## src/shared/shpr_pkg.sv

```systemverilog
`default_nettype none

package shpr_pkg;

    // register byte offsets
    localparam logic [5:0] REG_CTRL = 6'h00;  // command start
    localparam logic [5:0] REG_REQ  = 6'h04;  // command class, parameter, length
    localparam logic [5:0] REG_SUB  = 6'h08;  // request subunit_selector
    localparam logic [5:0] REG_DATA = 6'h0C;  // request parameter data
    localparam logic [5:0] REG_STAT = 6'h10;  // busy, done, nack, reply length
    localparam logic [5:0] REG_RSUB = 6'h14;  // echoed selector, message count
    localparam logic [5:0] REG_RD0  = 6'h18;  // sensor number, capability
    localparam logic [5:0] REG_RD1  = 6'h1C;  // present/lowest or hours
    localparam logic [5:0] REG_RD2  = 6'h20;  // highest/recorded

    // field positions
    localparam int CTRL_START_BIT  = 0;
    localparam int REQ_SET_BIT     = 0;   // 0 get, 1 set
    localparam int REQ_SEL_LSB     = 8;   // two-bit parameter select
    localparam int REQ_LEN_LSB     = 16;  // param_data_length
    localparam int STAT_BUSY_BIT   = 0;
    localparam int STAT_DONE_BIT   = 1;
    localparam int STAT_NACK_BIT   = 2;
    localparam int STAT_REASON_LSB = 8;
    localparam int STAT_LEN_LSB    = 16;
    localparam int RSUB_COUNT_LSB  = 16;
    localparam int RD0_CAP_LSB     = 8;
    localparam int CAP_RECORD_BIT  = 0;
    localparam int CAP_MINMAX_BIT  = 1;

    // reset values
    localparam logic [31:0] WORD_RST = 32'h0000_0000;
    localparam logic        WAIT_RST = 1'b1;

    // lengths, codes and limits
    localparam logic [7:0]  LEN_ONE        = 8'h01;
    localparam logic [7:0]  LEN_SENSOR_RSP = 8'h09;
    localparam logic [7:0]  LEN_HOURS      = 8'h04;
    localparam logic [7:0]  LEN_EMPTY      = 8'h00;
    localparam logic [7:0]  SENSOR_ALL     = 8'hFF;
    localparam logic [7:0]  MSG_COUNT      = 8'h00;
    localparam logic [31:0] HOURS_MAX      = 32'hFFFF_FFFF;
    localparam logic [7:0]  NACK_NONE      = 8'h00;
    localparam logic [7:0]  NACK_RANGE     = 8'h01;
    localparam logic [7:0]  NACK_FORMAT    = 8'h02;
    localparam logic [7:0]  NACK_UNSUPP    = 8'h03;

    // parameter select codes
    typedef enum logic [1:0] {
        SHPR_SEL_SENSOR,
        SHPR_SEL_RECORD,
        SHPR_SEL_HOURS,
        SHPR_SEL_NONE
    } shpr_sel_t;

    // one sensor's tracked readings
    typedef struct packed {
        logic signed [15:0] present;
        logic signed [15:0] lowest;
        logic signed [15:0] highest;
        logic signed [15:0] recorded;
    } shpr_reading_t;

endpackage : shpr_pkg

`default_nettype wire

```

## src/core/shpr_sensor_track.sv

```systemverilog
`timescale 1ns/1ps
`default_nettype none

module shpr_sensor_track #(
    parameter bit HAS_MINMAX = 1'b1,
    parameter bit HAS_RECORD = 1'b1
) (
    input  wire logic                  core_clk,
    input  wire logic                  rstn,
    input  wire logic signed [15:0]    sample,
    input  wire logic                  sample_valid,
    input  wire logic                  clear,
    input  wire logic                  record,
    output shpr_pkg::shpr_reading_t    reading
);

    logic signed [15:0] cur_reg, cur_next;  // present value
    logic signed [15:0] lo_reg,  lo_next;   // lowest seen
    logic signed [15:0] hi_reg,  hi_next;   // highest seen
    logic signed [15:0] rec_reg, rec_next;  // snapshot
    logic               seen_reg, seen_next; // min/max hold a real sample

    // next readings
    always_comb begin
        cur_next  = cur_reg;
        lo_next   = lo_reg;
        hi_next   = hi_reg;
        rec_next  = rec_reg;
        seen_next = seen_reg;
        if (clear) begin
            // lowest, highest and recorded collapse onto present (zero if their feature is off); clear beats a new sample
            lo_next   = HAS_MINMAX ? cur_reg : 16'sh0000;
            hi_next   = HAS_MINMAX ? cur_reg : 16'sh0000;
            rec_next  = HAS_RECORD ? cur_reg : 16'sh0000;
            seen_next = 1'b1;
        end else begin
            if (sample_valid) begin
                cur_next  = sample;
                seen_next = 1'b1;
                if (HAS_MINMAX && (!seen_reg || sample < lo_reg)) begin
                    lo_next = sample;
                end
                if (HAS_MINMAX && (!seen_reg || sample > hi_reg)) begin
                    hi_next = sample;
                end
            end
            if (record && HAS_RECORD) begin
                rec_next = cur_reg;
            end
        end
    end

    // register readings
    always_ff @(posedge core_clk or negedge rstn) begin
        if (!rstn) begin
            cur_reg  <= 16'sh0000;
            lo_reg   <= 16'sh0000;
            hi_reg   <= 16'sh0000;
            rec_reg  <= 16'sh0000;
            seen_reg <= 1'b0;
        end else begin
            cur_reg  <= cur_next;
            lo_reg   <= lo_next;
            hi_reg   <= hi_next;
            rec_reg  <= rec_next;
            seen_reg <= seen_next;
        end
    end

    assign reading = '{present: cur_reg, lowest: lo_reg, highest: hi_reg, recorded: rec_reg};

endmodule : shpr_sensor_track

`default_nettype wire

```

## src/core/shpr_responder.sv

```systemverilog
// Decided for this implementation: the Avalon-MM interface to the registers and the register offsets.
`timescale 1ns/1ps
`default_nettype none

module shpr_responder #(
    parameter int NUM_SENSORS   = 4,
    parameter bit HAS_MINMAX    = 1'b1,
    parameter bit HAS_RECORD    = 1'b1,
    parameter bit HAS_HOURS_SET = 1'b1
) (
    input  wire logic                      core_clk,
    input  wire logic                      rstn,
    input  wire logic [5:0]                avs_address,
    input  wire logic                      avs_read,
    input  wire logic                      avs_write,
    input  wire logic [31:0]               avs_writedata,
    input  wire logic [3:0]                avs_byteenable,
    output logic      [31:0]               avs_readdata,
    output logic                           avs_waitrequest,
    input  wire logic [NUM_SENSORS*16-1:0] sensor_sample,
    input  wire logic [NUM_SENSORS-1:0]    sensor_sample_valid,
    input  wire logic                      hour_tick
);

    // elaboration check on sensor count
    if (NUM_SENSORS < 1 || NUM_SENSORS > 255) begin : g_bad_count
        $error("NUM_SENSORS must lie in 1..255");
    end

    typedef enum logic [1:0] {
        ST_IDLE,
        ST_EXEC,
        ST_REPLY
    } shpr_state_t;

    // bus side
    logic        wait_reg, wait_next;        // waitrequest flop
    logic [31:0] rdata_reg, rdata_next;      // readdata flop
    logic        wr_acc;                     // write taken this edge
    logic [31:0] rd_mux;                     // register read value

    // request registers
    logic [31:0] req_reg,  req_next;         // class, select, length
    logic [31:0] sub_reg,  sub_next;         // subunit_selector
    logic [31:0] data_reg, data_next;        // parameter data
    logic        start;                      // accepted start write

    // command engine
    shpr_state_t st_reg, st_next;            // engine state
    logic        done_reg, done_next;        // sticky completion
    logic        nack_reg, nack_next;        // negative reply
    logic [7:0]  reason_reg, reason_next;    // nack cause
    logic [7:0]  rlen_reg, rlen_next;        // reply param_data_length
    logic [15:0] rsub_reg, rsub_next;        // echoed selector
    logic [31:0] rd0_reg, rd0_next;          // reply word 0
    logic [31:0] rd1_reg, rd1_next;          // reply word 1
    logic [31:0] rd2_reg, rd2_next;          // reply word 2

    // hours counter
    logic [31:0] hours_reg, hours_next;      // operating hours
    logic        preset;                     // hours load this cycle

    // sensor side
    logic [NUM_SENSORS-1:0]  clr_vec;        // per-sensor reset pulse
    logic [NUM_SENSORS-1:0]  rec_vec;        // per-sensor snapshot pulse
    shpr_pkg::shpr_reading_t rd_arr [NUM_SENSORS];
    shpr_pkg::shpr_reading_t rd_sel;         // reading of requested sensor

    // request field views
    logic                i_set;              // set class
    shpr_pkg::shpr_sel_t i_sel;              // parameter select
    logic [7:0]          i_len;              // request length
    logic [7:0]          i_sn;               // sensor number
    logic                sn_ok;              // implemented sensor
    logic                sn_all;             // all-sensor code
    logic [7:0]          cap_byte;           // capability byte

    assign i_set    = req_reg[shpr_pkg::REQ_SET_BIT];
    assign i_sel    = shpr_pkg::shpr_sel_t'(req_reg[shpr_pkg::REQ_SEL_LSB +: 2]);
    assign i_len    = req_reg[shpr_pkg::REQ_LEN_LSB +: 8];
    assign i_sn     = data_reg[7:0];
    assign sn_all   = (i_sn == shpr_pkg::SENSOR_ALL);
    assign sn_ok    = ({24'h000000, i_sn} < 32'(NUM_SENSORS));
    assign cap_byte = {6'h00, HAS_MINMAX, HAS_RECORD};

    // one tracker per sensor
    for (genvar g = 0; g < NUM_SENSORS; g++) begin : g_sens
        shpr_sensor_track #(
            .HAS_MINMAX (HAS_MINMAX),
            .HAS_RECORD (HAS_RECORD)
        ) u_track (
            .core_clk     (core_clk),
            .rstn         (rstn),
            .sample       (sensor_sample[g*16 +: 16]),
            .sample_valid (sensor_sample_valid[g]),
            .clear        (clr_vec[g]),
            .record       (rec_vec[g]),
            .reading      (rd_arr[g])
        );
    end

    // pick the requested sensor
    always_comb begin
        rd_sel = '0;
        for (int i = 0; i < NUM_SENSORS; i++) begin
            if (i_sn == 8'(i)) begin
                rd_sel = rd_arr[i];
            end
        end
    end

    // merge write data by byte lane
    function automatic logic [31:0] be_merge(input logic [31:0] old_w,
                                             input logic [31:0] new_w,
                                             input logic [3:0]  be);
        logic [31:0] res;
        res = old_w;
        for (int b = 0; b < 4; b++) begin
            if (be[b]) begin
                res[b*8 +: 8] = new_w[b*8 +: 8];
            end
        end
        return res;
    endfunction : be_merge

    // read mux, unmapped reads zero
    always_comb begin
        case ({avs_address[5:2], 2'b00})
            shpr_pkg::REG_CTRL: rd_mux = shpr_pkg::WORD_RST;
            shpr_pkg::REG_REQ:  rd_mux = req_reg;
            shpr_pkg::REG_SUB:  rd_mux = sub_reg;
            shpr_pkg::REG_DATA: rd_mux = data_reg;
            shpr_pkg::REG_STAT: begin
                rd_mux = shpr_pkg::WORD_RST;
                rd_mux[shpr_pkg::STAT_BUSY_BIT]        = (st_reg != ST_IDLE);
                rd_mux[shpr_pkg::STAT_DONE_BIT]        = done_reg;
                rd_mux[shpr_pkg::STAT_NACK_BIT]        = nack_reg;
                rd_mux[shpr_pkg::STAT_REASON_LSB +: 8] = reason_reg;
                rd_mux[shpr_pkg::STAT_LEN_LSB +: 8]    = rlen_reg;
            end
            shpr_pkg::REG_RSUB: begin
                rd_mux = shpr_pkg::WORD_RST;
                rd_mux[15:0] = rsub_reg;
                rd_mux[shpr_pkg::RSUB_COUNT_LSB +: 8] = shpr_pkg::MSG_COUNT;
            end
            shpr_pkg::REG_RD0:  rd_mux = rd0_reg;
            shpr_pkg::REG_RD1:  rd_mux = rd1_reg;
            shpr_pkg::REG_RD2:  rd_mux = rd2_reg;
            default:            rd_mux = shpr_pkg::WORD_RST;
        endcase
    end

    // bus handshake: one wait cycle, then the access is taken
    always_comb begin
        wait_next  = ~((avs_read | avs_write) & wait_reg);
        rdata_next = (avs_read & wait_reg) ? rd_mux : rdata_reg;
        wr_acc     = avs_write & ~wait_reg;
    end

    always_ff @(posedge core_clk or negedge rstn) begin
        if (!rstn) begin
            wait_reg  <= shpr_pkg::WAIT_RST;
            rdata_reg <= shpr_pkg::WORD_RST;
        end else begin
            wait_reg  <= wait_next;
            rdata_reg <= rdata_next;
        end
    end

    assign avs_waitrequest = wait_reg;
    assign avs_readdata    = rdata_reg;

    // request registers, frozen while a command runs
    always_comb begin
        req_next  = req_reg;
        sub_next  = sub_reg;
        data_next = data_reg;
        start     = 1'b0;
        if (wr_acc && st_reg == ST_IDLE) begin
            case ({avs_address[5:2], 2'b00})
                shpr_pkg::REG_REQ:  req_next  = be_merge(req_reg, avs_writedata, avs_byteenable);
                shpr_pkg::REG_SUB:  sub_next  = be_merge(sub_reg, avs_writedata, avs_byteenable);
                shpr_pkg::REG_DATA: data_next = be_merge(data_reg, avs_writedata, avs_byteenable);
                shpr_pkg::REG_CTRL: start = avs_byteenable[0] & avs_writedata[shpr_pkg::CTRL_START_BIT];
                default:            start = 1'b0;
            endcase
        end
    end

    always_ff @(posedge core_clk or negedge rstn) begin
        if (!rstn) begin
            req_reg  <= shpr_pkg::WORD_RST;
            sub_reg  <= shpr_pkg::WORD_RST;
            data_reg <= shpr_pkg::WORD_RST;
        end else begin
            req_reg  <= req_next;
            sub_reg  <= sub_next;
            data_reg <= data_next;
        end
    end

    // command engine: decode and act, then gather the reply
    always_comb begin
        st_next     = st_reg;
        done_next   = done_reg;
        nack_next   = nack_reg;
        reason_next = reason_reg;
        rlen_next   = rlen_reg;
        rsub_next   = rsub_reg;
        rd0_next    = rd0_reg;
        rd1_next    = rd1_reg;
        rd2_next    = rd2_reg;
        clr_vec     = '0;
        rec_vec     = '0;
        preset      = 1'b0;
        case (st_reg)
            ST_IDLE: begin
                if (start) begin
                    done_next = 1'b0;
                    st_next   = ST_EXEC;
                end
            end
            ST_EXEC: begin
                nack_next   = 1'b0;
                reason_next = shpr_pkg::NACK_NONE;
                rlen_next   = shpr_pkg::LEN_EMPTY;
                rsub_next   = sub_reg[15:0];
                st_next     = ST_REPLY;
                case (i_sel)
                    shpr_pkg::SHPR_SEL_SENSOR: begin
                        rlen_next = shpr_pkg::LEN_SENSOR_RSP;
                        if (i_len != shpr_pkg::LEN_ONE) begin
                            nack_next   = 1'b1;
                            reason_next = shpr_pkg::NACK_FORMAT;
                        end else if ((sn_all && !i_set) || (!sn_all && !sn_ok)) begin
                            nack_next   = 1'b1;
                            reason_next = shpr_pkg::NACK_RANGE;
                        end else if (i_set) begin
                            clr_vec = sn_all ? '1 : (NUM_SENSORS'(1) << i_sn);
                        end
                    end
                    shpr_pkg::SHPR_SEL_RECORD: begin
                        if (!i_set || !HAS_RECORD) begin
                            nack_next   = 1'b1;
                            reason_next = shpr_pkg::NACK_UNSUPP;
                        end else if (i_len != shpr_pkg::LEN_ONE) begin
                            nack_next   = 1'b1;
                            reason_next = shpr_pkg::NACK_FORMAT;
                        end else if (!sn_all && !sn_ok) begin
                            nack_next   = 1'b1;
                            reason_next = shpr_pkg::NACK_RANGE;
                        end else begin
                            rec_vec = sn_all ? '1 : (NUM_SENSORS'(1) << i_sn);
                        end
                    end
                    shpr_pkg::SHPR_SEL_HOURS: begin
                        if (i_set) begin
                            if (!HAS_HOURS_SET) begin
                                nack_next   = 1'b1;
                                reason_next = shpr_pkg::NACK_UNSUPP;
                            end else if (i_len != shpr_pkg::LEN_HOURS) begin
                                nack_next   = 1'b1;
                                reason_next = shpr_pkg::NACK_FORMAT;
                            end else begin
                                preset = 1'b1;
                            end
                        end else if (i_len != shpr_pkg::LEN_EMPTY) begin
                            nack_next   = 1'b1;
                            reason_next = shpr_pkg::NACK_FORMAT;
                        end else begin
                            rlen_next = shpr_pkg::LEN_HOURS;
                        end
                    end
                    default: begin
                        nack_next   = 1'b1;
                        reason_next = shpr_pkg::NACK_UNSUPP;
                    end
                endcase
                if (nack_next) begin
                    rlen_next = shpr_pkg::LEN_EMPTY;
                end
            end
            ST_REPLY: begin
                // trackers already hold any reset applied in the previous cycle
                rd0_next = shpr_pkg::WORD_RST;
                rd1_next = shpr_pkg::WORD_RST;
                rd2_next = shpr_pkg::WORD_RST;
                if (!nack_reg && i_sel == shpr_pkg::SHPR_SEL_SENSOR) begin
                    rd0_next[7:0]                        = i_sn;
                    rd0_next[shpr_pkg::RD0_CAP_LSB +: 8] = cap_byte;
                    rd1_next = {rd_sel.present, rd_sel.lowest};
                    rd2_next = {rd_sel.highest, rd_sel.recorded};
                end else if (!nack_reg && i_sel == shpr_pkg::SHPR_SEL_HOURS && !i_set) begin
                    rd1_next = hours_reg;
                end
                done_next = 1'b1;
                st_next   = ST_IDLE;
            end
            default: begin
                st_next = ST_IDLE;
            end
        endcase
    end

    always_ff @(posedge core_clk or negedge rstn) begin
        if (!rstn) begin
            st_reg     <= ST_IDLE;
            done_reg   <= 1'b0;
            nack_reg   <= 1'b0;
            reason_reg <= shpr_pkg::NACK_NONE;
            rlen_reg   <= shpr_pkg::LEN_EMPTY;
            rsub_reg   <= 16'h0000;
            rd0_reg    <= shpr_pkg::WORD_RST;
            rd1_reg    <= shpr_pkg::WORD_RST;
            rd2_reg    <= shpr_pkg::WORD_RST;
        end else begin
            st_reg     <= st_next;
            done_reg   <= done_next;
            nack_reg   <= nack_next;
            reason_reg <= reason_next;
            rlen_reg   <= rlen_next;
            rsub_reg   <= rsub_next;
            rd0_reg    <= rd0_next;
            rd1_reg    <= rd1_next;
            rd2_reg    <= rd2_next;
        end
    end

    // hours counter: preset wins, ticks stop at the top
    always_comb begin
        hours_next = hours_reg;
        if (preset) begin
            hours_next = data_reg;
        end else if (hour_tick && hours_reg != shpr_pkg::HOURS_MAX) begin
            hours_next = hours_reg + 32'h0000_0001;
        end
    end

    always_ff @(posedge core_clk or negedge rstn) begin
        if (!rstn) begin
            hours_reg <= shpr_pkg::WORD_RST;
        end else begin
            hours_reg <= hours_next;
        end
    end

endmodule : shpr_responder

`default_nettype wire

```

## config.mk

```make
export PLATFORM = sky130hd
export DESIGN_NAME = shpr_responder
export DESIGN_NICKNAME = d
export VERILOG_FILES = /design/src/shared/shpr_pkg.sv /design/src/core/shpr_sensor_track.sv /design/src/core/shpr_responder.sv
export SDC_FILE = /design/constraint.sdc
export NUM_CORES = 1
export LEC_CHECK = 0
export BUFFER_PORTS_ARGS = -buffer_cell sky130_fd_sc_hd__buf_2
export CAP_MARGIN = 25
export CORE_ASPECT_RATIO = 0.9
export CORE_UTILIZATION = 40
export CTS_BUF_LIST = sky130_fd_sc_hd__clkbuf_16
export CTS_CLUSTER_SIZE = 8
export DETAILED_ROUTE_END_ITERATION = 10
export HOLD_SLACK_MARGIN = 0.02
export RECOVER_POWER = 50
export SETUP_SLACK_MARGIN = 0.1
export SYNTH_ARGS = -nofsm -noshare
export SYNTH_HDL_FRONTEND = slang
export SYNTH_SLANG_ARGS = --single-unit
export TNS_END_PERCENT = 5
```

## constraint.sdc

```tcl
create_clock -name core_clk -period 3.3 [get_ports core_clk]
set_clock_uncertainty 0.05 [all_clocks]
set_input_delay 0.165 -clock core_clk [delete_from_list [all_inputs] [get_ports core_clk]]
set_output_delay 0.165 -clock core_clk [all_outputs]
set_load 0.02 [all_outputs]
```

Word-level counts from Yosys, hierarchy flattened
Index checks and enable logic that the tools add are counted.
{"block": "classes", "addsub": 1, "order_cmp": 9, "eq_ne": 20, "shift": 1, "mux": 95, "bitwise_logic": 11, "n_reduce_logical": 73}
{"operator": "$mux 16", "count": 32}
{"operator": "$mux 64", "count": 4}
{"operator": "$pmux 32 s8", "count": 1}
{"operator": "$mux 32", "count": 5}
{"operator": "$gt 16x16->1", "count": 4}
{"operator": "$lt 16x16->1", "count": 4}
{"operator": "$mux 4", "count": 11}
{"operator": "$reduce_bool 2->1", "count": 19}
{"operator": "$reduce_and 3->1", "count": 12}
{"operator": "$add 32x1->32 const B", "count": 1}
{"operator": "$ne 32x32->1 const B", "count": 1}
{"operator": "$mux 1", "count": 26}
{"operator": "$reduce_and 2->1", "count": 13}
{"operator": "$pmux 8 s3", "count": 1}
{"operator": "$eq 4x3->1 const B", "count": 4}
{"operator": "$eq 8x2->1 const B", "count": 2}
{"operator": "$mux 8", "count": 2}
{"operator": "$mux 2", "count": 6}
{"operator": "$mux 10", "count": 1}
{"operator": "$logic_or 1x1->1", "count": 9}
{"operator": "$eq 4x2->1 const B", "count": 2}
{"operator": "$eq 8x1->1 const B", "count": 1}
{"operator": "$eq 8x8->1 const B", "count": 1}
{"operator": "$logic_not 1->1", "count": 8}
{"operator": "22 further kinds", "count": 40}
{"block": "totals", "register_bits": 537, "input_bits": 115, "word_cells": 254}

Depth between registers and ports, before layout
{"block": "logic_depth", "ltp_word": 10, "depth_mapped": 11}

Hierarchy
A second synthesis with hierarchy kept.
{"block": "unflattened", "hier_cells": 2440, "hier_area_um2": 27262.4}
{"module": "shpr_sensor_track", "n_inst": 4, "cells_each": 274, "area_per_inst_um2": 3417.0}
{"module": "shpr_responder", "n_inst": 1, "cells_each": 1344, "area_per_inst_um2": 13594.3}

Worst setup path before layout
OpenSTA, ideal clock, no wires.
{"block": "synth_timing", "path_kind": "flip-flop to flip-flop", "from": "reg req_reg[21]", "to": "reg g_sens[1].u_track.cur_reg[10]", "setup_ps": 128, "t_arrival_ps": 2957, "path_slack_ps": 166, "path_stages_with_launch": 10, "synth_period_minus_slack_ps": 3134, "path_cell_list": "dfrtp_1 > or4_1 > or4_1 > buf_2 > or2_1 > or4_1 > buf_2 > nand2_4 > buf_4 > mux2_1"}
{"block": "synth_between", "elab_chain_cells": 6}
{"item": "from (decl)", "line": "shpr_responder.sv:43", "source": "logic [31:0] req_reg, req_next;"}
{"item": "from (signal assigned)", "line": "shpr_responder.sv:192", "source": "req_reg <= shpr_pkg::WORD_RST;"}
{"item": "from (signal assigned)", "line": "shpr_responder.sv:196", "source": "req_reg <= req_next;"}
{"item": "$ne 8x1->1", "line": "shpr_responder.sv:232", "source": "if (i_len != shpr_pkg::LEN_ONE) begin"}
{"item": "$mux 4", "line": "shpr_responder.sv:232"}
{"item": "$mux 4", "line": "shpr_responder.sv:229", "source": "case (i_sel)"}
{"item": "$mux 4", "line": "shpr_responder.sv:216", "source": "case (st_reg)"}
{"item": "$not 1->1 (no source line)"}
{"item": "$reduce_and 2->1 (no source line)"}
{"item": "to (signal assigned)", "line": "shpr_sensor_track.sv:62", "source": "cur_reg <= cur_next;"}
{"item": "to (decl)", "line": "shpr_sensor_track.sv:17", "source": "logic signed [15:0] cur_reg, cur_next;"}
No other way between the ends.
A chain may end at the register's enable or synchronous reset.

Worst setup path after layout
{"block": "layout_timing", "from": "reg req_reg[21]", "to": "reg g_sens[2].u_track.hi_reg[9]"}
{"block": "layout_between", "elab_chain_cells": 6, "elab_cells_between_ends": 8}
{"item": "$ne 8x1->1 (*)", "line": "shpr_responder.sv:232"}
{"item": "$mux 4 (*)", "line": "shpr_responder.sv:232"}
{"item": "$mux 4 (*)", "line": "shpr_responder.sv:229"}
{"item": "$mux 4 (*)", "line": "shpr_responder.sv:216"}
{"item": "$reduce_bool 2->1 (no source line)"}
{"item": "$reduce_and 2->1 (no source line)"}
{"item": "to (signal assigned)", "line": "shpr_sensor_track.sv:64", "source": "hi_reg <= hi_next;"}
{"item": "to (decl)", "line": "shpr_sensor_track.sv:19", "source": "logic signed [15:0] hi_reg, hi_next;"}
Every way passes the cells marked *; elsewhere a longest branch is shown, timed or not.

==> results.toml <==
[yosys]
ys_types = 77
syn_area_sq_um = 27220
yosysSeqAreaShare = 0.4762
syn-num-nets = 2745
synth_ff_type = "dfrtp_1"
synth_top_cell_area_share = 0.4752
synth_enable_flop_cells = 0
yosys.area.top_type = "dfrtp_1"
synth_area_leaders = "dfrtp_1 (48%), mux2_2 (11%), ha_1 (5.7%)"
ys_seq_elements = 518
synthArstFlopShare = 1.000
avgSynthCellArea_sq_um = 10.87
yosys_warnings = 0
syn_inst = 2505

[clock_tree]
cts_buffer_depth = 3
cts.clk_slew.worst_paths_ps = 50
cts_tree = "done"
cts.sinks = 518
h-tree-depth = 3
cts_root_buffer = "clkbuf_16"
clkLatencyLatePin_ps = 620
cts_buffers = 75

[place]
dpl_worst_slack_ps = -66.90
gp_congestion = 0.9348
place_area_sq_um = 29380
dp_hpwl_mm = 66.18
numPortBuffers = 145

[layout]
syn_to_final_growth_pct = 19.26
final_common_cell = "dfrtp_1"
stdcell_area_sq_um = 32470
layout_common_cells = "dfrtp_1 (515), nand2_1 (288), mux2_2 (272)"
n_antenna_cell = 0
fin_nets = 3022
drive_gt1_frac = 0.2337

[status]
outcome = "complete, but fails checks"
violations = "capacitance limit, slew limit"

[critical_path]
crit_family = "simple AND/OR/NAND/NOR gates"
crit_buf_inv = 2
cp.required_ps = 3730
path_max_fanout = 12
cp-end-kind = "flip-flop"
reg2reg_from = "req_reg[21]$_DFFE_PN0P_"
path_class = "reg2reg"
rrSetupSlack_ps = 170
cp-endpoint = "g_sens[2].u_track.hi_reg[9]$_DFFE_PN0P_"
critical_path.max_stage_delay_ps = 540
reg2reg_to = "g_sens[2].u_track.hi_reg[9]$_DFFE_PN0P_"
critPathLaunch = "req_reg[21]$_DFFE_PN0P_"
worst-r2r-cell-count = 7
cp.arrival_ps = 3570
cp.depth = 7
crit_slowest_cell = "or4_1"
start_kind = "flip-flop"
path_cells = "or4_1 > or4_4 > or4_1 > buf_4 > buf_4 > mux2_1 > mux2_1"

[sta]
setup_viol = 0
setup_tns_ps = 0
fin_crit_sh = 0.9497
setup_ws_ps = 166.1
max_slew.worst_pin.slew_ps = 2717
slew_violations = 94
hold_viol = 0
grt_setup_unrepaired = "yes"
relSlewSlack = -0.8115
max_freq_mhz = 319.1
finalWorstPathRequiredPeriod_ps = 3134

[die]
rows = 90
start_util = 0.4056
die_x_um = 277.0
core-area_sq_um = 67110
io_pins = 148
die_h_um = 249.5
die_area_sq_um = 69110

[drt]
wirelength_mm = 89.84
vias = 21720
drt_iter0_drc = 1919
drtAntennaViolNets = 0
viasPerCell = 5.913
routedWlPerCell_um = 24.46
firstDrtPassIters = 6
drc = 0

[power]
intPower_w = 0.01468
power_frac_clock = 0.306
power_w = 0.02277
combinationalPowerShare = 0.300
seqPwrFrac = 0.394
p_sw_frac = 0.3551
power-per-cell-area_nw_per_um2 = 701.3
p_leak_nw = 15.36
ir_worst_vdd_v = 0.0003655
p_switching_w = 0.008085

[global_routing]
track_usage = 0.2631
antenna_found_initial = 5
grt_remaining_overflow = 0
grt_pass1_wl_mm = 138.7
grt_max_degree = 106
grt_pass1_vias = 21920

[job]
cap_violations = 1

[hold_path]
hold_class = "in2reg"
[cells in the mapped netlist (7+ instances only)]
library cell	count
a22oi_1	73
o21ai_0	89
mux2_2	272
buf_2	13
mux2_1	35
a21o_1	36
nor3_1	33
o31ai_1	33
a22o_1	12
a31oi_1	32
and3_1	7
nand3_1	43
nand2_1	288
nand2b_1	14
mux4_2	32
a222oi_1	23
or4_1	7
mux2i_1	81
nor2b_1	8
a221oi_1	13
nor2_1	126
a21oi_1	111
inv_1	150
ha_1	125
buf_1	9
or3_1	9
nand4_1	41
xnor2_1	11
clkbuf_1	110
o221ai_1	33
dfrtp_1	517
xor2_1	21
[tightest hold or removal path, cell delays in order]
cell and delay, ps:
buf_2 210, nor3_1 90, and4b_1 210
[how the worst min path moves through the flow]
stage,from,cells after the start,slack (ps),endpoint
after global placement,rstn,1,250,sub_reg[5]$_DFFE_PN0P_
after detailed placement,rstn,1,260,sub_reg[5]$_DFFE_PN0P_
final,avs_address[4],3,60,st_reg[0]$_DFFE_PN0P_
after CTS,avs_address[4],3,30,st_reg[0]$_DFFE_PN0P_
after floorplan,rstn,0,-180,avs_readdata[0]$_DFFE_PN0P_
after global routing,avs_byteenable[0],3,70,st_reg[0]$_DFFE_PN0P_
[routing by layer]
layer | global-route usage | up-vias | share of wire
li1 | - | 9649 | -
met1 | 0.3721 | 11060 | 0.44
met2 | 0.4074 | 846 | 0.45
met3 | 0.04737 | 156 | 0.071
met4 | 0.08556 | 4 | 0.032
met5 | 0 | - | 0.00027
[power by group through the flow]
stage | clock [W] | combinational, W | sequential, W
floorplan | 0 | 0.00443 | 0.00832
global placement | 0 | 0.00643 | 0.00899
finish | 0.00697 | 0.00682 | 0.00897
global route | 0.00737 | 0.00748 | 0.00907
detailed placement | 0 | 0.00663 | 0.00903
CTS | 0.00709 | 0.00677 | 0.00894
[cells by family after synthesis]
| logic type | after synthesis | synth area share |
|---|---|---|
| DFF | 518 | 0.4762 |
| xor gates and xnor gates | 32 | 0.01030 |
| AOI/OAI and AO/OA | 505 | 0.1284 |
| and+or+nand+nor | 613 | 0.1011 |
| buffers and inverters | 291 | 0.04279 |
| muxes | 421 | 0.1838 |
| adders and majority gates | 125 | 0.05745 |
[what timing repair did]
action / CTS / global route
hold endpoints to repair: 376 / 0
resized for setup: 3 / 3
buffers inserted: 0 / 0
hold buffers: 103 / 0
pin swaps: 1 / 0
setup endpoints to repair: 96 / 34
[area by class of cell]
cell class                      count  area, sq um
Clock buffer                       76         1902
Clock inverter                     18        141.4
Fill cell                        6130        34650
Inverter                          150        563.0
Multi-Input combinational cell   1696        13170
Sequential cell                   518        12970
Tap cell                          874         1094
Timing Repair Buffer              341         2624
[per-stage QoR]
step	utilization	std cells	hold slack, ps
after floorplan	-	2505	-180.6
after global placement	0.4378	3475	253.2
after detailed placement	0.4378	3475	258.6
after CTS	0.4839	3672	26.49
after global routing	0.4837	3673	73.45
final	0.4837	3673	63.87
(Power assumes the default switching activity.)
